[config.mk]
export PLATFORM = sky130hd
export DESIGN_NAME = snc_decim_filter
export DESIGN_NICKNAME = d
export VERILOG_FILES = /design/src/design/snc_pkg.sv /design/src/design/snc_decim_filter.sv
export SDC_FILE = /design/constraint.sdc
export NUM_CORES = 2
export LEC_CHECK = 0
export ABC_AREA = 1
export BUFFER_PORTS_ARGS = -buffer_cell sky130_fd_sc_hd__buf_2
export CORE_ASPECT_RATIO = 1.4
export CORE_MARGIN = 1.5
export CORE_UTILIZATION = 45
export DETAILED_ROUTE_END_ITERATION = 8
export PLACE_DENSITY = 0.57
export SLEW_MARGIN = 25
export SYNTH_ARGS = -nofsm -noshare
export SYNTH_HDL_FRONTEND = slang
export SYNTH_SLANG_ARGS = --single-unit
[constraint.sdc]
create_clock -name ref_clk -period 20.9 [get_ports ref_clk]
set_input_delay 2.09 -clock ref_clk [delete_from_list [all_inputs] [get_ports ref_clk]]
set_output_delay 2.09 -clock ref_clk [all_outputs]
set_load 0.02 [all_outputs]
[src/design/snc_pkg.sv]
package snc_pkg;

   ////////////////////////////////////////////////////////////////////////
   // Bus and channel geometry
   localparam int ADDR_W = 5;
   localparam int DATA_W = 8;
   localparam int NUM_CH = 2;
   localparam int RES_W = 24;
   localparam int ACC_W = 32;

   ////////////////////////////////////////////////////////////////////////
   // Register offsets
   localparam logic [4:0] OFS_GLOBAL_SETUP = 5'h01;
   localparam logic [4:0] OFS_SECOND_SETUP = 5'h02;
   localparam logic [4:0] OFS_CH1_SETTING = 5'h04;
   localparam logic [4:0] OFS_CH2_SETTING = 5'h05;
   localparam logic [4:0] OFS_DRIVE_SEL = 5'h06;
   localparam logic [4:0] OFS_LEAD_STATUS = 5'h08;
   localparam logic [4:0] OFS_FILT_STATUS = 5'h10;
   localparam logic [4:0] OFS_CH1_RES_HI = 5'h11;
   localparam logic [4:0] OFS_CH1_RES_MID = 5'h12;
   localparam logic [4:0] OFS_CH1_RES_LO = 5'h13;
   localparam logic [4:0] OFS_CH2_RES_HI = 5'h14;
   localparam logic [4:0] OFS_CH2_RES_MID = 5'h15;
   localparam logic [4:0] OFS_CH2_RES_LO = 5'h16;

   ////////////////////////////////////////////////////////////////////////
   // Field positions
   localparam int DR_LSB = 0;
   localparam int GAIN_LSB = 4;
   localparam int PGA_MODULATION_RATE_LSB = 6;
   localparam int HIREF_BIT = 4;
   localparam int CLKDIV_BIT = 6;
   localparam int STAT_READY_BIT = 0;
   localparam int STAT_SETTLED_BIT = 1;
   localparam int STAT_ACTIVE_BIT = 2;

   ////////////////////////////////////////////////////////////////////////
   // Reset values
   localparam logic [7:0] RST_GLOBAL_SETUP = 8'h02;
   localparam logic [7:0] RST_OTHER = 8'h00;

   ////////////////////////////////////////////////////////////////////////
   // Filter and timing counts
   localparam logic [2:0] DR_RESERVED = 3'h7;
   localparam logic [3:0] LOG2_MAX_RATIO = 4'hA;
   localparam logic [3:0] LOG2_MIN_RATIO = 4'h4;
   localparam logic [3:0] DIV_SLOW = 4'h3;     // Device clock / 4
   localparam logic [3:0] DIV_FAST = 4'hF;     // Device clock / 16
   localparam logic [1:0] SETTLE_PERIODS = 2'h3;
   localparam logic [4:0] NORM_LOG2 = 5'h1E;   // Full scale 2^30
   localparam int OUT_SHIFT = 7;               // 2^30 down to 2^23
   localparam logic [23:0] POS_FULL = 24'h7FFFFF;
   localparam logic [23:0] NEG_FULL = 24'h800000;

   typedef enum logic [1:0] {ST_IDLE, ST_SETTLE, ST_RUN} snc_state_t;

endpackage

[src/design/snc_decim_filter.sv]
// Behaviour
// Each channel has its own cubic sinc decimator, (1-z^-N)/(1-z^-1) cubed.
// One modulator bit per modulator clock is taken, filtered and decimated.
// One decimation field in the global setup register sets all channels.
// The modulator clock is the device clock divided by 4 or by 16.
// The response has notches at the data rate and its integer multiples.
// After a step the results are settled only after three output periods.
// After a start rising edge no result is given before settling is over.
// Each channel setting register selects gain 1, 2, 3, 4, 6, 8 or 12.
// Bits 7 to 6 of the drive electrode register pick pga_modulation_rate 8, 32 or 64 kSPS.
// A bit of the second setup register raises the reference to 4 V.
// Bit 6 of the lead status register selects 512 kHz or 2.048 MHz clock.
// Results are 24-bit two's complement, MSB first, clipped at full scale.
// Decimation code 000 gives 1024, halving per step to 16 at 110.
// Accumulators are wide enough for ratio 1024; output cut to 24 bits.
//
// The plain strobed port and the register offsets were left to the implementer.
`timescale 1ns/1ps
`default_nettype none

module snc_decim_filter
(
   input wire logic ref_clk,
   input wire logic rst,
   input wire logic [snc_pkg::ADDR_W-1:0] regAddr,
   input wire logic [snc_pkg::DATA_W-1:0] regWrData,
   input wire logic regWrStb,
   input wire logic regRdStb,
   output logic [snc_pkg::DATA_W-1:0] regRdData,
   input wire logic convStart,
   input wire logic modBit0,
   input wire logic modBit1,
   output logic modSampleTick,
   output logic [snc_pkg::RES_W-1:0] result0,
   output logic [snc_pkg::RES_W-1:0] result1,
   output logic resultValid,
   output logic [2:0] pgaGainCode0,
   output logic [2:0] pgaGainCode1,
   output logic [1:0] pgaModRate,
   output logic highRefSelect
);
   import snc_pkg::*;

   ////////////////////////////////////////////////////////////////////////
   // Functions

   // Log2 of the decimation ratio; the reserved code is held at ratio 16
   function automatic logic [3:0] ratioLog(input logic [2:0] code);
      logic [3:0] k;
      k = (code == DR_RESERVED) ? LOG2_MIN_RATIO :
          LOG2_MAX_RATIO - {1'b0, code};
      return k;
   endfunction

   // Scale a raw sinc3 word (full scale N^3) to a clipped 24-bit result
   function automatic logic [23:0] scaleResult(
      input logic signed [ACC_W-1:0] raw,
      input logic [3:0] k);
      logic [4:0] sh;
      logic signed [ACC_W-1:0] norm;
      logic signed [ACC_W-1:0] t;
      logic [23:0] res;
      sh = NORM_LOG2 - 5'({1'b0, k} * 5'h03);
      norm = raw <<< sh;
      t = norm >>> OUT_SHIFT;
      res = (t > $signed({8'h00, POS_FULL})) ? POS_FULL :
            (t < $signed({8'hFF, NEG_FULL})) ? NEG_FULL : t[23:0];
      return res;
   endfunction

   ////////////////////////////////////////////////////////////////////////
   // Registers and declarations
   logic [7:0] globalSetup_r;
   logic [7:0] secondSetup_r;
   logic [7:0] chSetting_r [NUM_CH];
   logic [7:0] driveSel_r;
   logic [7:0] leadStatus_r;
   logic [3:0] divCnt_r;
   logic [10:0] decimCnt_r;
   logic convStartPrev_r;
   snc_state_t state_r;
   snc_state_t state_nxt;
   logic [1:0] settleCnt_r;
   logic ready_r;
   logic signed [ACC_W-1:0] integ1_r [NUM_CH];
   logic signed [ACC_W-1:0] integ2_r [NUM_CH];
   logic signed [ACC_W-1:0] integ3_r [NUM_CH];
   logic signed [ACC_W-1:0] combDly1_r [NUM_CH];
   logic signed [ACC_W-1:0] combDly2_r [NUM_CH];
   logic signed [ACC_W-1:0] combDly3_r [NUM_CH];
   logic [RES_W-1:0] result_r [NUM_CH];
   logic resultValid_r;
   logic [7:0] rdData_r;

   ////////////////////////////////////////////////////////////////////////
   // Decode and selection
   wire logic wrGlobal = regWrStb && (regAddr == OFS_GLOBAL_SETUP);
   wire logic wrSecond = regWrStb && (regAddr == OFS_SECOND_SETUP);
   wire logic wrCh1 = regWrStb && (regAddr == OFS_CH1_SETTING);
   wire logic wrCh2 = regWrStb && (regAddr == OFS_CH2_SETTING);
   wire logic wrDrive = regWrStb && (regAddr == OFS_DRIVE_SEL);
   wire logic wrLead = regWrStb && (regAddr == OFS_LEAD_STATUS);
   wire logic rdStatus = regRdStb && (regAddr == OFS_FILT_STATUS);

   // Modulator rate: /16 for the fast external clock, else /4
   wire logic [3:0] divLimit = leadStatus_r[CLKDIV_BIT] ? DIV_FAST : DIV_SLOW;
   wire logic modTick = (divCnt_r == divLimit);

   // One ratio field drives both channels, so rates always match
   wire logic [3:0] ratioK = ratioLog(globalSetup_r[DR_LSB +: 3]);
   wire logic [10:0] decimLast = 11'((12'h001 << ratioK) - 12'h001);
   wire logic decimEnd = modTick && (decimCnt_r == decimLast);

   // Restart on a start edge, any global setup write, or while start is low
   wire logic startRise = convStart && !convStartPrev_r;
   wire logic restart = startRise || wrGlobal || !convStart;
   wire logic settleDone = (settleCnt_r == SETTLE_PERIODS - 2'h1);
   wire logic emitNow = decimEnd && (state_r == ST_RUN ||
                        (state_r == ST_SETTLE && settleDone));

   // Modulator bits map to +1 / -1
   wire logic modBits [NUM_CH];
   assign modBits[0] = modBit0;
   assign modBits[1] = modBit1;

   // Front-end steering outputs
   assign pgaGainCode0 = chSetting_r[0][GAIN_LSB +: 3];
   assign pgaGainCode1 = chSetting_r[1][GAIN_LSB +: 3];
   assign pgaModRate = driveSel_r[PGA_MODULATION_RATE_LSB +: 2];
   assign highRefSelect = secondSetup_r[HIREF_BIT];
   assign modSampleTick = modTick;
   assign result0 = result_r[0];
   assign result1 = result_r[1];
   assign resultValid = resultValid_r;
   assign regRdData = rdData_r;

   ////////////////////////////////////////////////////////////////////////
   // Software registers
   always_ff @(posedge ref_clk or posedge rst)
   begin
      if (rst)
      begin
         globalSetup_r <= RST_GLOBAL_SETUP;
         secondSetup_r <= RST_OTHER;
         chSetting_r[0] <= RST_OTHER;
         chSetting_r[1] <= RST_OTHER;
         driveSel_r <= RST_OTHER;
         leadStatus_r <= RST_OTHER;
      end
      else
      begin
         if (wrGlobal)
            globalSetup_r <= regWrData;
         if (wrSecond)
            secondSetup_r <= regWrData;
         if (wrCh1)
            chSetting_r[0] <= regWrData;
         if (wrCh2)
            chSetting_r[1] <= regWrData;
         if (wrDrive)
            driveSel_r <= regWrData;
         if (wrLead)
            leadStatus_r <= regWrData;
      end
   end

   ////////////////////////////////////////////////////////////////////////
   // Modulator clock divider and decimation counter
   // Decimation phase restarts with the filter so frames stay aligned
   always_ff @(posedge ref_clk or posedge rst)
   begin
      if (rst)
      begin
         divCnt_r <= 4'h0;
         decimCnt_r <= 11'h000;
         convStartPrev_r <= 1'b0;
      end
      else
      begin
         convStartPrev_r <= convStart;
         divCnt_r <= modTick ? 4'h0 : divCnt_r + 4'h1;
         if (restart)
            decimCnt_r <= 11'h000;
         else if (decimEnd)
            decimCnt_r <= 11'h000;
         else if (modTick)
            decimCnt_r <= decimCnt_r + 11'h001;
      end
   end

   ////////////////////////////////////////////////////////////////////////
   // Settling state machine
   always_comb
   begin
      state_nxt = state_r;
      case (state_r)
         ST_IDLE:
            if (convStart)
               state_nxt = ST_SETTLE;
         ST_SETTLE:
            if (decimEnd && settleDone)
               state_nxt = ST_RUN;
         ST_RUN: state_nxt = ST_RUN;
         default: state_nxt = ST_IDLE;
      endcase
      if (restart)
         state_nxt = convStart ? ST_SETTLE : ST_IDLE;
   end

   // Count discarded periods: three are needed for the cubic kernel
   always_ff @(posedge ref_clk or posedge rst)
   begin
      if (rst)
      begin
         state_r <= ST_IDLE;
         settleCnt_r <= 2'h0;
      end
      else
      begin
         state_r <= state_nxt;
         if (restart)
            settleCnt_r <= 2'h0;
         else if (decimEnd && state_r == ST_SETTLE && !settleDone)
            settleCnt_r <= settleCnt_r + 2'h1;
      end
   end

   ////////////////////////////////////////////////////////////////////////
   // Integrators run at the modulator rate. Wrap-around two's complement
   // is harmless: the combs cancel it as long as N^3 fits the width.
   always_ff @(posedge ref_clk or posedge rst)
   begin
      if (rst)
      begin
         for (int c = 0; c < NUM_CH; c++)
         begin
            integ1_r[c] <= '0;
            integ2_r[c] <= '0;
            integ3_r[c] <= '0;
         end
      end
      else
      begin
         for (int c = 0; c < NUM_CH; c++)
         begin
            if (restart)
            begin
               integ1_r[c] <= '0;
               integ2_r[c] <= '0;
               integ3_r[c] <= '0;
            end
            else if (modTick)
            begin
               // Three cascaded accumulators, 32 bits for 1024^3
               integ1_r[c] <= integ1_r[c] +
                              (modBits[c] ? 32'sh00000001 : -32'sh00000001);
               integ2_r[c] <= integ2_r[c] + integ1_r[c];
               integ3_r[c] <= integ3_r[c] + integ2_r[c];
            end
         end
      end
   end

   ////////////////////////////////////////////////////////////////////////
   // Combs at the output rate; a delay of one output sample places the
   // notches at the data rate and every multiple of it
   logic signed [ACC_W-1:0] comb1 [NUM_CH];
   logic signed [ACC_W-1:0] comb2 [NUM_CH];
   logic signed [ACC_W-1:0] comb3 [NUM_CH];
   always_comb
   begin
      for (int c = 0; c < NUM_CH; c++)
      begin
         comb1[c] = integ3_r[c] - combDly1_r[c];
         comb2[c] = comb1[c] - combDly2_r[c];
         comb3[c] = comb2[c] - combDly3_r[c];
      end
   end

   always_ff @(posedge ref_clk or posedge rst)
   begin
      if (rst)
      begin
         for (int c = 0; c < NUM_CH; c++)
         begin
            combDly1_r[c] <= '0;
            combDly2_r[c] <= '0;
            combDly3_r[c] <= '0;
            result_r[c] <= '0;
         end
         resultValid_r <= 1'b0;
      end
      else
      begin
         resultValid_r <= emitNow && !restart;
         for (int c = 0; c < NUM_CH; c++)
         begin
            if (restart)
            begin
               combDly1_r[c] <= '0;
               combDly2_r[c] <= '0;
               combDly3_r[c] <= '0;
            end
            else if (decimEnd)
            begin
               combDly1_r[c] <= integ3_r[c];
               combDly2_r[c] <= comb1[c];
               combDly3_r[c] <= comb2[c];
            end
            // Results only change when a settled word is ready
            if (emitNow && !restart)
               result_r[c] <= scaleResult(comb3[c], ratioK);
         end
      end
   end

   ////////////////////////////////////////////////////////////////////////
   // Ready flag: a new result wins over a status read in the same cycle
   always_ff @(posedge ref_clk or posedge rst)
   begin
      if (rst)
         ready_r <= 1'b0;
      else if (emitNow && !restart)
         ready_r <= 1'b1;
      else if (rdStatus)
         ready_r <= 1'b0;
   end

   ////////////////////////////////////////////////////////////////////////
   // Read path; result bytes sit MSB first at rising offsets
   logic [7:0] rdMux;
   always_comb
   begin
      rdMux = 8'h00;
      case (regAddr)
         OFS_GLOBAL_SETUP: rdMux = globalSetup_r;
         OFS_SECOND_SETUP: rdMux = secondSetup_r;
         OFS_CH1_SETTING: rdMux = chSetting_r[0];
         OFS_CH2_SETTING: rdMux = chSetting_r[1];
         OFS_DRIVE_SEL: rdMux = driveSel_r;
         OFS_LEAD_STATUS: rdMux = leadStatus_r;
         OFS_FILT_STATUS:
         begin
            rdMux[STAT_READY_BIT] = ready_r;
            rdMux[STAT_SETTLED_BIT] = (state_r == ST_RUN);
            rdMux[STAT_ACTIVE_BIT] = (state_r != ST_IDLE);
         end
         OFS_CH1_RES_HI: rdMux = result_r[0][23:16];
         OFS_CH1_RES_MID: rdMux = result_r[0][15:8];
         OFS_CH1_RES_LO: rdMux = result_r[0][7:0];
         OFS_CH2_RES_HI: rdMux = result_r[1][23:16];
         OFS_CH2_RES_MID: rdMux = result_r[1][15:8];
         OFS_CH2_RES_LO: rdMux = result_r[1][7:0];
         default: rdMux = 8'h00;                              // Unmapped
      endcase
   end

   // Read data stands only in the cycle after the strobe
   always_ff @(posedge ref_clk or posedge rst)
   begin
      if (rst)
         rdData_r <= 8'h00;
      else
         rdData_r <= regRdStb ? rdMux : 8'h00;
   end

endmodule

`default_nettype wire

# Yosys cells after proc, flatten, opt, wreduce, memory -nomap -nowiden

Index checks and enable logic that the tools add are counted.

$add $sub $neg: 18
$mul: 1
Div/mod/pow operators: 0
Magnitude comparators: 4
Eq/ne operators: 21
Shift operators: 3
Multiplexer cells: 48
Bitwise logic cells: 0
Reductions and logical operators: 30

Operators by type and width:

| kind                                                            | number |
|---|---|
| two-way mux 32 bit                                              | 26 |
| adder 32 bit                                                    | 6 |
| subtractor 32 bit                                               | 6 |
| two-way mux 24 bit                                              | 4 |
| <<< shifter 32 x 5 -> 32 bit                                    | 2 |
| one-hot mux 5 bit (12 select lines)                             | 1 |
| greater-than comparator 25 x 24 -> 1 bit, second input constant | 2 |
| < comparator 25 x 24 -> 1 bit, second input constant            | 2 |
| one-hot mux 3 bit (13 select lines)                             | 1 |
| equality test 5 bit, second input constant                      | 7 |
| two-way mux 11 bit                                              | 3 |
| equality test 5 x 3 -> 1 bit, second input constant             | 3 |
| logical AND 1 bit                                               | 15 |
| two-way mux 4 bit                                               | 3 |
| adder 11 x 1 -> 11 bit, second input constant                   | 1 |
| equality test 11 bit                                            | 1 |
| left shift 1 x 4 -> 11 bit, first input constant                | 1 |
| subtractor 11 x 1 -> 11 bit, second input constant              | 1 |
| two-way mux 2 bit                                               | 5 |
| nonzero test 2 bit                                              | 5 |
| two-way mux 8 bit                                               | 1 |
| one-hot mux 2 bit (3 select lines)                              | 1 |
| equality test 5 x 1 -> 1 bit, second input constant             | 1 |
| equality test 5 x 2 -> 1 bit, second input constant             | 1 |
| 18 further kinds                                                | 26 |

Flip-flop bits (word level): 510
Bits in latches: 0
RAM bits: 0
Bits in read-only memories: 0
Bits of input ports: 20
Output and inout port bits: 67
Word-level logic and storage cells: 153
Memories: 0

# Logic depth before layout (Yosys ltp)

Word-level depth: 10
Gate-level depth with buffers: 50
Gate-level depth less buffers: 49

# Worst setup path before layout

OpenSTA, ideal clock, no wires.

Path type: flip-flop to flip-flop
Start: register integ3_r[32] in the netlist's numbering
End: register result_r (netlist bit result0[0])
Library setup time: 116 ps
Data arrival time: 6,206 ps
Required time: 20,784 ps
Setup slack: 14,578 ps
Stages on the path, launching flop included: 49
Buffers on the path: 1
Clock period less this slack: 6,322 ps
Cells stage by stage: dfrtp_1 inv_1 ha_1 inv_1 fa_1 nand3_1 nand2_1 a21oi_1 o21ai_0 a21oi_1 o21ai_0 a31oi_1 o21ai_0 xor2_1 inv_1 ha_1 nand2_1 nor4_1 [... 13 more ...] nor3_1 inv_1 o21ai_0 a21oi_1 nand2_1 xor2_1 o21ai_0 nor2_1 nand2_1 nand3_1 nand3_1 nand2_1 inv_1 nand2_1 nand2_2 buf_4 nand2_1 nand2_1

Cells in the longest elaborated chain, start to end: 7
Elaborated cells on any way between the ends: 8
Classes of those cells: add/sub: 3; order compare: 2; shift: 1; mux: 2

RTL lines:

| item                              | line                    | source |
|---|---|---|
| from (decl)                       | snc_decim_filter.sv:87  | `logic signed [ACC_W-1:0] integ3_r [NUM_CH];` |
| from (signal, indexed assignment) | snc_decim_filter.sv:258 | `integ3_r[c] <= integ3_r[c] + integ2_r[c];` |
| subtractor 32 bit (*)             | snc_decim_filter.sv:274 | `comb1[c] = integ3_r[c] - combDly1_r[c];` |
| subtractor 32 bit (*)             | snc_decim_filter.sv:275 | `comb2[c] = comb1[c] - combDly2_r[c];` |
| subtractor 32 bit (*)             | snc_decim_filter.sv:276 | `comb3[c] = comb2[c] - combDly3_r[c];` |
| <<< shifter 32 x 5 -> 32 bit (*)  | snc_decim_filter.sv:64  | `norm = raw <<< sh;` |
| < comparator 25 x 24 -> 1 bit     | snc_decim_filter.sv:67  | `(t < $signed({8'hFF, NEG_FULL})) ? NEG_FULL : t[23:0];` |
| two-way mux 24 bit                | snc_decim_filter.sv:67  |  |
| two-way mux 24 bit (*)            | snc_decim_filter.sv:66  | `res = (t > $signed({8'h00, POS_FULL})) ? POS_FULL :` |
| to (signal, indexed assignment)   | snc_decim_filter.sv:312 | `result_r[c] <= scaleResult(comb3[c], ratioK);` |
| to (decl)                         | snc_decim_filter.sv:91  | `logic [RES_W-1:0] result_r [NUM_CH];` |

Every way passes the cells marked *; elsewhere a longest branch is shown, timed or not.
A chain may end at the register's enable or synchronous reset.

# Worst setup path after layout

Start: register integ3_r[32] in the netlist's numbering
End: register result_r (netlist bit result0[3])

The elaborated chain is that of the path after synthesis.

==> flow_summary.yaml <==
status:
  status: "finished clean"
clock_network:
  clk_pin_slew_worst_paths_ps: 70
  cts_tree: "done"
  clkSinkCount: 510
  clk-insertion-delay-late_ps: 650
  cts_hold_buffers: 0
  cts.path.max_buffers: 3
  cts-root-buf: "clkbuf_16"
  postCtsResizedCells: 0
  cts_setup_buffers: 0
  cts_buffers: 56
  htreeDepth: 2
setup_path:
  crit_path_max_fanout: 23
  rr_startpoint: "integ3_r[32]"
  max_stage_delay_ps: 390
  critical_path_required_ps: 21480
  crit_type: "register to register"
  critPathLaunch: "integ3_r[32]"
  crit_top_cell: "nand2_1"
  r2r-end: "result0[3]"
  cp-end-kind: "register"
  slowest_stage: "dfrtp_1"
  startpoint_type: "register"
  ff2ff_path_depth: 47
  r2r_setup_slack_ps: 13260
  cp_data_arrival_time_ps: 8210
finish:
  nets: 6390
  final_core_util_pct: 49.1
  drive_above_1_share_pct: 5.20
  antennaDiodeCount: 0
  area_growth_pct: 8.42
  fin_area_sq_um: 45300
  layout.cells.non_filler: 7226
detailed_routing:
  vias: 38600
  drtIter0Drc: 2115
  drc: 0
  ant_nets: 0
  wl_per_cell_microns: 16.1
  dr.pass1.iters: 5
  wl_microns: 116000
  routed_via_density: 5.34
logic_synthesis:
  yosys-top-cells-area: "dfrtp_1 (30%), nand2_1 (14%), ha_1 (11%), o21ai_0 (7.2%), inv_1 (6.5%)"
  async_flop_share_pct: 100
  yosys_warnings: 0
  synth_nets: 6373
  synth_area_sq_um: 41800
  syn_area_per_cell_sq_um: 7.01
  yosys.area.top_type: "dfrtp_1"
  ys_types: 65
  syn-instance-count: 5960
  synthFlopType: "dfrtp_1"
  yosysTopAreaCellShare_pct: 30.5
  ys_seq_elements: 510
  synth_edf_count: 0
  seq_area_frac_synth_pct: 30.5
power_and_ir_drop:
  power_density_nw_per_um2: 69.0
  p_leak_uw: 0.0236
  irDropWorstVdd_mv: 0.0696
floorplan:
  die_w_microns: 261
  die_y_microns: 364
  initial_utilization_pct: 45.3
  design.die.area_sq_um: 94700
  fp-row-count: 132
  io_pins: 87
  coreArea_sq_um: 92300
worst_hold_path:
  min_path_type: "register to register"
  hold_start: "divCnt_r[0]"
  hold_end: "divCnt_r[0]"
  hold_depth: 1
placed_design:
  dp_cells: 7125
  place_area_sq_um: 43300
  port_buffers: 86
  gp_congestion: 0.945
  hpwl_microns: 88400
timing:
  layout_min_cycle_time_ps: 7640
  grt_setup_unrepaired: "false"
  whs_ps: 466
  tns_ps: 0
  tightest_slew_ps: 1270
  hold_viol_final: 0
  fin_crit_sh_pct: 36.5
  fmax_ghz: 0.131
  fin_skew_ps: 30.7
  slew-limit-headroom_pct: 15.4
  finalSetupViolCount: 0
  slew_violations: 0
global_routing:
  grt.met3_usage_pct: 2.57
  grtUsageTotal_pct: 24.6
  grt-ovfl-total: 0
  grt_pass1_wl_microns: 191000
  grt_start_max_net_pins: 152
  met2_usage_pct: 44.3
  antenna_found_initial: 0
  grt_use_met1_pct: 29.4
  grt_pass1_vias: 37900
  busiest_layer: "met2"
job:
  maxCapViolations: 0
how the worst max path moves through the flow:
stage,endpoint,slack [ps],cells past startpoint
finish,result0[3],13260,47
global route,result0[3],12220,47
CTS,result0[3],13220,47
detailed placement,result0[3],13270,47
global placement,result0[10],13440,47
floorplan,chSetting_r[0],4570,1
stage by stage:
stage / total power [uW] / worst slack (ps)
3_3_place_gp: 2060 / 13440
3_5_place_dp: 2060 / 13270
5_1_grt: 3320 / 12220
4_1_cts: 3160 / 13220
6_report: 3120 / 13260
2_1_floorplan: 1810 / 4570
cell type report:
| type | instances | area (sq um) |
|---|---|---|
| Fill cell | 9561 | 47000 |
| Multi-Input combinational cell | 4541 | 25500 |
| Sequential cell | 510 | 12800 |
| Inverter | 742 | 2800 |
| Clock buffer | 76 | 1620 |
| Tap cell | 1206 | 1510 |
| Timing Repair Buffer | 126 | 752 |
| Clock inverter | 25 | 360 |
synthesized netlist by cell type (all sizes together) (18+ instances only):
master / count
o211ai: 25
dfrtp: 509
buf: 69
nor4: 25
nand3: 347
a21oi: 477
a21boi: 18
a31oi: 46
xnor2: 62
o21bai: 27
nand4: 45
inv: 740
nor3: 40
o22ai: 118
a221oi: 20
a21o: 47
xor2: 148
nor2: 367
o21ai: 608
ha: 381
or2: 36
nand2: 1552
clkbuf: 98
o21a: 23
cells by family (layout without fill, tap and decap cells):
| group | after synthesis | count (layout) | share of synthesized area [%] |
|---|---|---|---|
| AND/OR/NAND/NOR | 2442 | 2442 | 24.3 |
| flip-flops | 510 | 510 | 30.5 |
| buffers and inverters | 909 | 969 | 8.51 |
| XOR/XNOR | 210 | 210 | 4.42 |
| adder cells (fa/ha/maj) | 393 | 393 | 12.0 |
| multiplexers | 7 | 7 | 0.168 |
| AO/OA/AOI/OAI | 1489 | 1489 | 20.0 |
cells in the final DEF (no fill, tap or decap), drive strengths merged, types with 46 or more instances in the layout:
master  instances
nand2        1552
inv           740
o21ai         608
dfrtp         509
a21oi         477
ha            381
nor2          367
nand3         347
xor2          148
buf           126
o22ai         118
clkbuf         76
xnor2          62
a21o           47
a31oi          46
layer usage:
metal  up-vias  part of all wire (%)
met3       223                   2.9
li1      20000                     -
met1     17800                    44
met4         0                   4.3
met2       552                    49
met5         -                     0
critical path: cells and delay by family (launching register included):
family,cells,cell delay [ps]
AO/OA/AOI/OAI,9,1700
XOR/XNOR,3,620
adder cells (fa/ha/maj),4,1260
buffers and inverters,6,420
flip-flops,1,390
AND/OR/NAND/NOR,25,3210
power by group:
group | internal [uW] | switching (uW)
Combinational | 311 | 701
Clock | 640 | 441
Sequential | 1010 | 20.8
state kept, by name (all words and copies together), names as in the netlist:
name and flops:
combDly1_r 64, combDly2_r 64, combDly3_r 64, integ1_r 64, integ2_r 64, integ3_r 64, result0 24, result1 24
decimCnt_r 11, chSetting_r 10, driveSel_r 8, globalSetup_r 8, leadStatus_r 8, regRdData 8, secondSetup_r 8, divCnt_r 4
pgaGainCode0 3, pgaGainCode1 3, settleCnt_r 2, state_r 2, convStartPrev_r 1, ready_r 1, resultValid 1
Note: power is estimated with default switching activity, not from simulation.
